## src/verilog/status_pin_pkg.sv

```systemverilog
// Purpose: constants for the status pin function select block
// Assumes: 8-bit register port, 25 MHz clock
// Notes: register offsets are word indices on the plain port
package status_pin_pkg;
   localparam int ADDR_W = 3;
   localparam int DATA_W = 8;
   localparam int LEVEL_W = 8;

   // ------------------------------------------------------------
   // Register offsets
   // ------------------------------------------------------------
   localparam logic [ADDR_W-1:0] PIN_FUNCTION_CONFIG_ADDR = 3'h0;
   localparam logic [ADDR_W-1:0] OUTPUT_CONFIG_ADDR = 3'h1;
   localparam logic [ADDR_W-1:0] RATE_CONTROL_ADDR = 3'h2;
   localparam logic [ADDR_W-1:0] LOSS_THRESHOLD_ADDR = 3'h3;
   localparam logic [ADDR_W-1:0] STATUS_ADDR = 3'h4;

   // ------------------------------------------------------------
   // Field positions
   // ------------------------------------------------------------
   localparam int GPO_SELECT_BIT = 4;
   localparam int GPO_LEVEL_BIT = 5;
   localparam int TX_RATE_MODE_BIT = 2;
   localparam int LOSS_POLARITY_BIT = 3;
   localparam int SOFT_RX_RATE_BIT = 0;
   localparam int SOFT_TX_RATE_BIT = 1;
   localparam int STAT_LOSS_PIN_BIT = 0;
   localparam int STAT_LOSS_CMP_BIT = 1;
   localparam int STAT_CONV_BIT = 2;
   localparam int STAT_SHUTDOWN_BIT = 3;

   // Synchroniser lanes
   localparam int SYNC_RX = 0;
   localparam int SYNC_TX = 1;
   localparam int SYNC_LOSS = 2;
   localparam int SYNC_UV = 3;

   // ------------------------------------------------------------
   // Reset values
   // ------------------------------------------------------------
   localparam logic [DATA_W-1:0] PIN_FUNCTION_CONFIG_RST = 8'h00;
   localparam logic [DATA_W-1:0] OUTPUT_CONFIG_RST = 8'h00;
   localparam logic [DATA_W-1:0] RATE_CONTROL_RST = 8'h00;
   localparam logic [DATA_W-1:0] LOSS_THRESHOLD_RST = 8'h00;

   // ------------------------------------------------------------
   // Timing
   // ------------------------------------------------------------
   localparam int CLK_FREQ_MHZ = 25;
   localparam int POR_TIME_US = 50;
   localparam int POR_CYCLES = POR_TIME_US * CLK_FREQ_MHZ;
   localparam int POR_CNT_W = 11;
   localparam logic [POR_CNT_W-1:0] POR_LAST = POR_CNT_W'(POR_CYCLES - 1);
endpackage

```

## src/verilog/status_pin_function_select.sv

```systemverilog
// Purpose: function select and polarity for the rate-select / GENERAL_PURPOSE_OUT pin and the loss / tx-rate pin
// Assumes: pins and supply monitor arrive asynchronously; power level comes from the converter on clk
// Notes: open-drain pins pull low when their enable is high; outputs are registered
//
// Behaviour
// - Function bit 4 low routes receive rate select to the shared pin.
// - Receive rate select is soft bit OR input pin, open-drain only.
// - Function bit 4 high makes the pin a GENERAL_PURPOSE_OUT driven by config bits.
// - Output config bit 2 low: second pin signals received power below threshold.
// - Output config bit 3 picks low or high level as normal operation.
// - Loss indication clears once received power exceeds the threshold.
// - Loss status bit follows the real pin level, even when driven externally.
// - Output config bit 2 high: second pin carries soft tx bit OR input.
// - Reset clears registers; conversions start after 50 microseconds.
// - Supply below undervoltage threshold requests shutdown, best effort.
`timescale 1ns/1ns
module status_pin_function_select
(
   input wire logic clk,
   input wire logic arst_n,
   input wire logic [status_pin_pkg::ADDR_W-1:0] regAddr,
   input wire logic [status_pin_pkg::DATA_W-1:0] regWdata,
   input wire logic regWrite,
   input wire logic regRead,
   output logic [status_pin_pkg::DATA_W-1:0] regRdata,
   input wire logic rxRateSelectIn,
   input wire logic txRateSelectIn,
   input wire logic [status_pin_pkg::LEVEL_W-1:0] receivedPowerLevel,
   input wire logic belowUndervoltage,
   output logic ratePinOut,
   output logic ratePinOe,
   input wire logic lossPinIn,
   output logic lossPinOut,
   output logic lossPinOe,
   output logic convEnable,
   output logic shutdownReq
);
   import status_pin_pkg::*;

   // ------------------------------------------------------------
   // State
   // ------------------------------------------------------------
   typedef struct packed {
      logic [DATA_W-1:0] pinFunc;
      logic [DATA_W-1:0] outCfg;
      logic [DATA_W-1:0] rateCtl;
      logic [LEVEL_W-1:0] lossThreshold;
      logic [3:0] sync1;
      logic [3:0] sync2;
      logic lossActive;
      logic lossStatus;
      logic [POR_CNT_W-1:0] porCount;
      logic convOn;
      logic shutdown;
      logic ratePinOut;
      logic ratePinOe;
      logic lossPinOut;
      logic lossPinOe;
      logic [DATA_W-1:0] rdata;
   } state_t;

   state_t q;
   state_t d;

   always_comb
   begin
      d = q;
      // Second stage only feeds logic; first stage is read by nobody else
      d.sync1 = {belowUndervoltage, lossPinIn, txRateSelectIn, rxRateSelectIn};
      d.sync2 = q.sync1;

      // Equal level holds the last decision, giving no chatter at the edge
      if (receivedPowerLevel > q.lossThreshold)
      begin
         d.lossActive = 1'b0;
      end
      else if (receivedPowerLevel < q.lossThreshold)
      begin
         d.lossActive = 1'b1;
      end

      // Pin level back to loss meaning, whoever drives the wire
      d.lossStatus = q.sync2[SYNC_LOSS] ^ q.outCfg[LOSS_POLARITY_BIT];

      // ------------------------------------------------------------
      // Power-up and undervoltage
      // ------------------------------------------------------------
      if (!q.convOn && !q.shutdown)
      begin
         if (q.porCount == POR_LAST)
         begin
            d.convOn = 1'b1;
         end
         else
         begin
            d.porCount = q.porCount + 1'b1;
         end
      end
      // Latches until the next power-on reset; supply may collapse first
      if (q.sync2[SYNC_UV])
      begin
         d.shutdown = 1'b1;
         d.convOn = 1'b0;
      end

      // ------------------------------------------------------------
      // Pin drive
      // ------------------------------------------------------------
      if (q.pinFunc[GPO_SELECT_BIT])
      begin
         d.ratePinOut = q.pinFunc[GPO_LEVEL_BIT];
         d.ratePinOe = 1'b1;
      end
      else
      begin
         d.ratePinOut = 1'b0;
         d.ratePinOe = !(q.rateCtl[SOFT_RX_RATE_BIT] || q.sync2[SYNC_RX]);
      end

      d.lossPinOut = 1'b0;
      if (q.outCfg[TX_RATE_MODE_BIT])
      begin
         d.lossPinOe = !(q.rateCtl[SOFT_TX_RATE_BIT] || q.sync2[SYNC_TX]);
      end
      else
      begin
         // Polarity 0: released (high) on loss; polarity 1: pulled low on loss
         d.lossPinOe = q.outCfg[LOSS_POLARITY_BIT] ? q.lossActive : !q.lossActive;
      end

      // ------------------------------------------------------------
      // Register port
      // ------------------------------------------------------------
      if (regWrite)
      begin
         case (regAddr)
            PIN_FUNCTION_CONFIG_ADDR: d.pinFunc = regWdata;
            OUTPUT_CONFIG_ADDR: d.outCfg = regWdata;
            RATE_CONTROL_ADDR: d.rateCtl = regWdata;
            LOSS_THRESHOLD_ADDR: d.lossThreshold = regWdata;
            default: d.rdata = q.rdata;
         endcase
      end

      d.rdata = '0;
      if (regRead)
      begin
         case (regAddr)
            PIN_FUNCTION_CONFIG_ADDR: d.rdata = q.pinFunc;
            OUTPUT_CONFIG_ADDR: d.rdata = q.outCfg;
            RATE_CONTROL_ADDR: d.rdata = q.rateCtl;
            LOSS_THRESHOLD_ADDR: d.rdata = q.lossThreshold;
            STATUS_ADDR:
            begin
               d.rdata[STAT_LOSS_PIN_BIT] = q.lossStatus;
               d.rdata[STAT_LOSS_CMP_BIT] = q.lossActive;
               d.rdata[STAT_CONV_BIT] = q.convOn;
               d.rdata[STAT_SHUTDOWN_BIT] = q.shutdown;
            end
            default: d.rdata = '0;
         endcase
      end
   end

   always_ff @(posedge clk or negedge arst_n)
   begin
      if (!arst_n)
      begin
         q <= '0;
         q.pinFunc <= PIN_FUNCTION_CONFIG_RST;
         q.outCfg <= OUTPUT_CONFIG_RST;
         q.rateCtl <= RATE_CONTROL_RST;
         q.lossThreshold <= LOSS_THRESHOLD_RST;
         q.ratePinOe <= 1'b1;
         q.lossPinOe <= 1'b1;
      end
      else
      begin
         q <= d;
      end
   end

   assign regRdata = q.rdata;
   assign ratePinOut = q.ratePinOut;
   assign ratePinOe = q.ratePinOe;
   assign lossPinOut = q.lossPinOut;
   assign lossPinOe = q.lossPinOe;
   assign convEnable = q.convOn;
   assign shutdownReq = q.shutdown;
endmodule

```

## config.mk

```make
export PLATFORM = sky130hd
export DESIGN_NAME = status_pin_function_select
export DESIGN_NICKNAME = d
export VERILOG_FILES = /design/src/verilog/status_pin_pkg.sv /design/src/verilog/status_pin_function_select.sv
export SDC_FILE = /design/constraint.sdc
export NUM_CORES = 1
export LEC_CHECK = 0
export BUFFER_PORTS_ARGS = -buffer_cell sky130_fd_sc_hd__buf_2
export CAP_MARGIN = 20
export CELL_PAD_IN_SITES_DETAIL_PLACEMENT = 2
export CELL_PAD_IN_SITES_GLOBAL_PLACEMENT = 2
export CORE_MARGIN = 10
export CORE_UTILIZATION = 42
export DETAILED_ROUTE_END_ITERATION = 12
export HOLD_SLACK_MARGIN = 0.15
export PLACE_DENSITY = 0.92
export SLEW_MARGIN = 25
export SYNTH_ARGS = -nofsm -noshare
export SYNTH_HDL_FRONTEND = slang
export SYNTH_SLANG_ARGS = --single-unit
```

## constraint.sdc

```tcl
create_clock -name clk -period 4.34 [get_ports clk]
set_clock_uncertainty 0.1 [all_clocks]
set_input_delay 0.868 -clock clk [delete_from_list [all_inputs] [get_ports clk]]
set_output_delay 0.868 -clock clk [all_outputs]
set_load 0.05 [all_outputs]
```

# Word level (Yosys, flattened, before mapping)
# Index checks and enable logic that the tools add are counted.
# classes
n_eq_ne	5
mux	11
addsub	1
magnitude_cmp	2
reduce_logical	18
bitwise_logic	2
# op_table
op	count
$pmux 4 s5	1
$pmux 4 s4	1
$reduce_and 2->1	6
$add 11x1->11 const B	1
$eq 11x11->1 const B	1
$gt 8x8->1	1
$lt 8x8->1	1
$mux 8	1
$eq 3x2->1 const B	2
$mux 1	6
$reduce_bool 2->1	3
$logic_not 1->1	5
$mux 2	2
$eq 3x1->1 const B	1
$eq 3x3->1 const B	1
$logic_not 3->1	1
$logic_or 1x1->1	2
$logic_and 1x1->1	1
$not 1->1	1
$xor 1x1->1	1
# totals
ff_bits	66
out_inout_bits	14

# Depth between registers and ports, before layout
# logic_depth
ltp_word	4
ltp_mapped	6

# Worst setup path after synthesis
# Ideal clock, no wire load.
# synth_timing
path_kind	input-to-reg
from	input port regAddr[1] (netlist bit)
to	register q[59] (netlist bit)
setup_time_ps	125
t_required_ps	4115
path_slack_ps	2293
cell_stages	3
arrival_ps	1822
path_cell_list	buf_6 -> nor4b_4 -> mux2_2
# synth_between
elab_chain_len	2
# synth_rtl
element	line	text
start: declaration	status_pin_function_select.sv:21	input wire logic [status_pin_pkg::ADDR_W-1:0] regAddr,
$logic_not 3->1	status_pin_function_select.sv:136	case (regAddr)
$reduce_and 2->1 (no source line)	-	
end: declaration	status_pin_function_select.sv:62	state_t q;
# No other way between the ends.
# A chain may end at the register's enable or synchronous reset.

# Worst setup path in the final report
# layout_timing
from	input port regAddr[0] (netlist bit)
to	register q[58] (netlist bit)
# layout_between
elab_chain_len	2
# layout_rtl
element	line
$eq 3x1->1	status_pin_function_select.sv:136
$reduce_and 2->1 (no source line)	-
# No other way between the ends.

==> metrics.yaml <==
detailed_routing:
  dr.pass1.iters: 4
  ant_nets: 0
  vias: 1936
  drc: 0
  first_iter_violations: 49
  wl_microns: 7690
  viasPerCell: 5.26
  wl_per_cell_microns: 20.9
floorplan:
  ios: 41
  initial_utilization: 0.435
  fp.dieH_microns: 104
  coreArea_sq_um: 6870
  die-area_sq_um: 10900
  num_rows: 30
  die_x_microns: 104
pwr:
  clockPowerShare: 0.330
  power.leakage_nw: 1.64
  power_mw: 1.61
  swShare: 0.294
  switching_power_uw: 472
  ir_drop_v: 0.000168
  combPwrFrac: 0.183
  p_seq_frac: 0.487
  powerDensity_nw_per_um2: 470
  p_int_mw: 1.13
finish:
  drive_gt1_frac: 0.353
  final_cells: 368
  seqCellArea_sq_um: 1650
  nFillCells: 685
  multi_input_area_sq_um: 1180
  diodes: 0
  final_common_cell: "dfrtp_1"
  area_growth_syn_to_layout_pct: 14.5
  nets: 304
  mostFrequentLayoutCells: "64 x dfrtp_1, 39 x buf_2, 32 x mux2_2, 15 x mux2i_1, 11 x clkbuf_8"
synth:
  synth_nets: 266
  seq_area_frac_synth: 0.554
  syn_inst: 229
  postSynthAreaPerCell_sq_um: 13.0
  netlist_area_sq_um: 2990
  yosysWarnings: 0
  synth-seq-cells: 66
  yosysUniqueCellTypes: 39
grt:
  overflow: 0
  grt_pass1_vias: 2265
  antenna_found_initial: 0
  grt_usage: 0.148
  grt_max_degree: 37
  grt_pass1_wl_microns: 12800
critical_path:
  regToRegStartpoint: "q[15]$_DFFE_PN0P_"
  r2r_cells: 6
  crit_start: "regAddr[0]"
  rrSetupSlack_ns: 2.56
  critical_path_class: "input port to flop"
  required_ns: 4.47
  crit_fanout: 20
  r2r_end: "q[14]$_DFFE_PN0P_"
  end_kind: "flop"
  crit_arrival_ns: 2.39
  crit_path_start_kind: "input port"
cts:
  hold_buffers: 0
  cts_setup_buffers: 0
  cts_buffers: 9
  cts_buffer_depth: 2
  cts_tree: "built"
  cts_resized: 0
  clkSlewWorstSetupHoldPaths_ns: 0.07
  clock-sinks: 66
  root_buffer: "clkbuf_8"
  clock_latency_ns: 0.34
  h-tree-depth: 3
placement:
  dp.cells: 352
  routabilityCongestion: 0.774
  portBuffers: 39
  hpwlAfterDp_microns: 5500
sta:
  rsz0062_at_grt: "false"
  setup_violations: 0
  finalHoldViolCount: 0
  setup-tns-final_ns: 0
  drv_slew: 0
  worst_pin_slew_ns: 0.719
  clock.fmax_mhz: 442
  fin_crit_ns: 2.26
  post-route-period-util: 0.521
  max-slew-margin-rel: 0.519
worst_hold_path:
  min_delay_path_depth: 0
  hp-class: "flop to flop"
  whs_endpoint: "q[30]$_DFF_PN0_"
  min_from: "d[30]$_DFF_PN0_"
flow_run:
  max-cap-violations: 0
status:
  status: "finished clean"
-- per-stage QoR --
step           setup slack [ns]  cell area, sq um  hold WS, ns  utilization
3_3_place_gp               1.91              3210        0.234        0.468
5_1_grt                    2.01              3420        0.261        0.498
4_1_cts                    2.11              3420        0.260        0.498
3_5_place_dp               1.81              3210        0.239        0.468
6_report                   2.08              3420        0.258        0.498
2_1_floorplan              2.29              2990        0.231            -
-- logic make-up (layout without fill, tap and decap cells) --
logic type,count (synthesis),in the layout,synth area share
other,1,1,0.00126
muxes,48,48,0.178
xor gates and xnor gates,11,11,0.0323
buffers and inverters,25,68,0.0494
adders and majority gates,10,10,0.0419
and+or+nand+nor,47,47,0.101
DFF,66,66,0.554
AOI/OAI and AO/OA,21,21,0.0423
-- cell type report --
class | instances | share of cell area
sequential | 66 | 0.484
multi-input combinational | 138 | 0.347
timing repair buffer | 42 | 0.0637
clock buffer | 12 | 0.0454
tap | 96 | 0.0351
clock inverter | 4 | 0.0146
inverter | 10 | 0.0110
-- Yosys cell counts, drive strengths merged --
cell type / instances / area share
nand3: 3 / 0.0050
dfstp: 2 / 0.018
ha: 10 / 0.042
nor2: 8 / 0.010
nand4b: 2 / 0.0080
a21oi: 7 / 0.012
dfrtp: 64 / 0.54
nor2b: 3 / 0.0063
and3: 4 / 0.0084
buf: 15 / 0.037
o31ai: 1 / 0.0025
and2: 5 / 0.010
mux2i: 15 / 0.050
nand4: 3 / 0.0063
o21ai: 2 / 0.0034
nand2b: 2 / 0.0042
nor4b: 1 / 0.0080
nor3: 2 / 0.0034
or2: 2 / 0.0042
mux2: 32 / 0.12
and4: 1 / 0.0029
nand4bb: 1 / 0.0038
xor2: 5 / 0.015
conb: 1 / 0.0013
o22ai: 7 / 0.015
nor4: 1 / 0.0021
mux4: 1 / 0.0075
inv: 10 / 0.013
a21o: 1 / 0.0025
xnor2: 6 / 0.018
nand3b: 1 / 0.0025
a211oi: 1 / 0.0025
nor4bb: 2 / 0.0067
nand2: 5 / 0.0063
or3: 1 / 0.0021
o21bai: 2 / 0.0050
-- worst max path at each step --
stage | slack, ns | end | depth (start not counted)
floorplan | 2.29 | q[59]$_DFFE_PN0P_ | 3
global route | 2.01 | q[54]$_DFFE_PN0P_ | 4
CTS | 2.11 | q[58]$_DFFE_PN0P_ | 4
finish | 2.08 | q[58]$_DFFE_PN0P_ | 4
detailed placement | 1.81 | q[58]$_DFFE_PN0P_ | 4
global placement | 1.91 | q[52]$_DFFE_PN0P_ | 4
-- flip-flops by register name, summed over array words and instances (netlist names) --
name,cells
convEnable,1
d,4
lossPinOe,1
q,49
ratePinOe,1
ratePinOut,1
regRdata,8
shutdownReq,1
-- layer usage --
layer,vias to the layer above,global-route usage,part of all wire
met2,44,0.262,0.53
met5,-,0,0
met1,1008,0.164,0.42
met3,9,0.0322,0.036
li1,875,-,-
met4,0,0.0716,0.017
-- worst max-delay path, cell delays in order --
cell and delay (ns):
buf_2 0.46, nor4bb_1 0.45, buf_4 0.26, mux2_2 0.35
-- power groups by stage --
| stage | logic, mW | registers (mW) | clock network [mW] |
|---|---|---|---|
| after floorplan | 0.191 | 0.793 | 0 |
| after global placement | 0.275 | 0.783 | 0 |
| after detailed placement | 0.296 | 0.792 | 0 |
| after CTS | 0.302 | 0.783 | 0.547 |
| after global routing | 0.326 | 0.794 | 0.572 |
| final | 0.294 | 0.782 | 0.531 |
(Power assumes the default switching activity.)
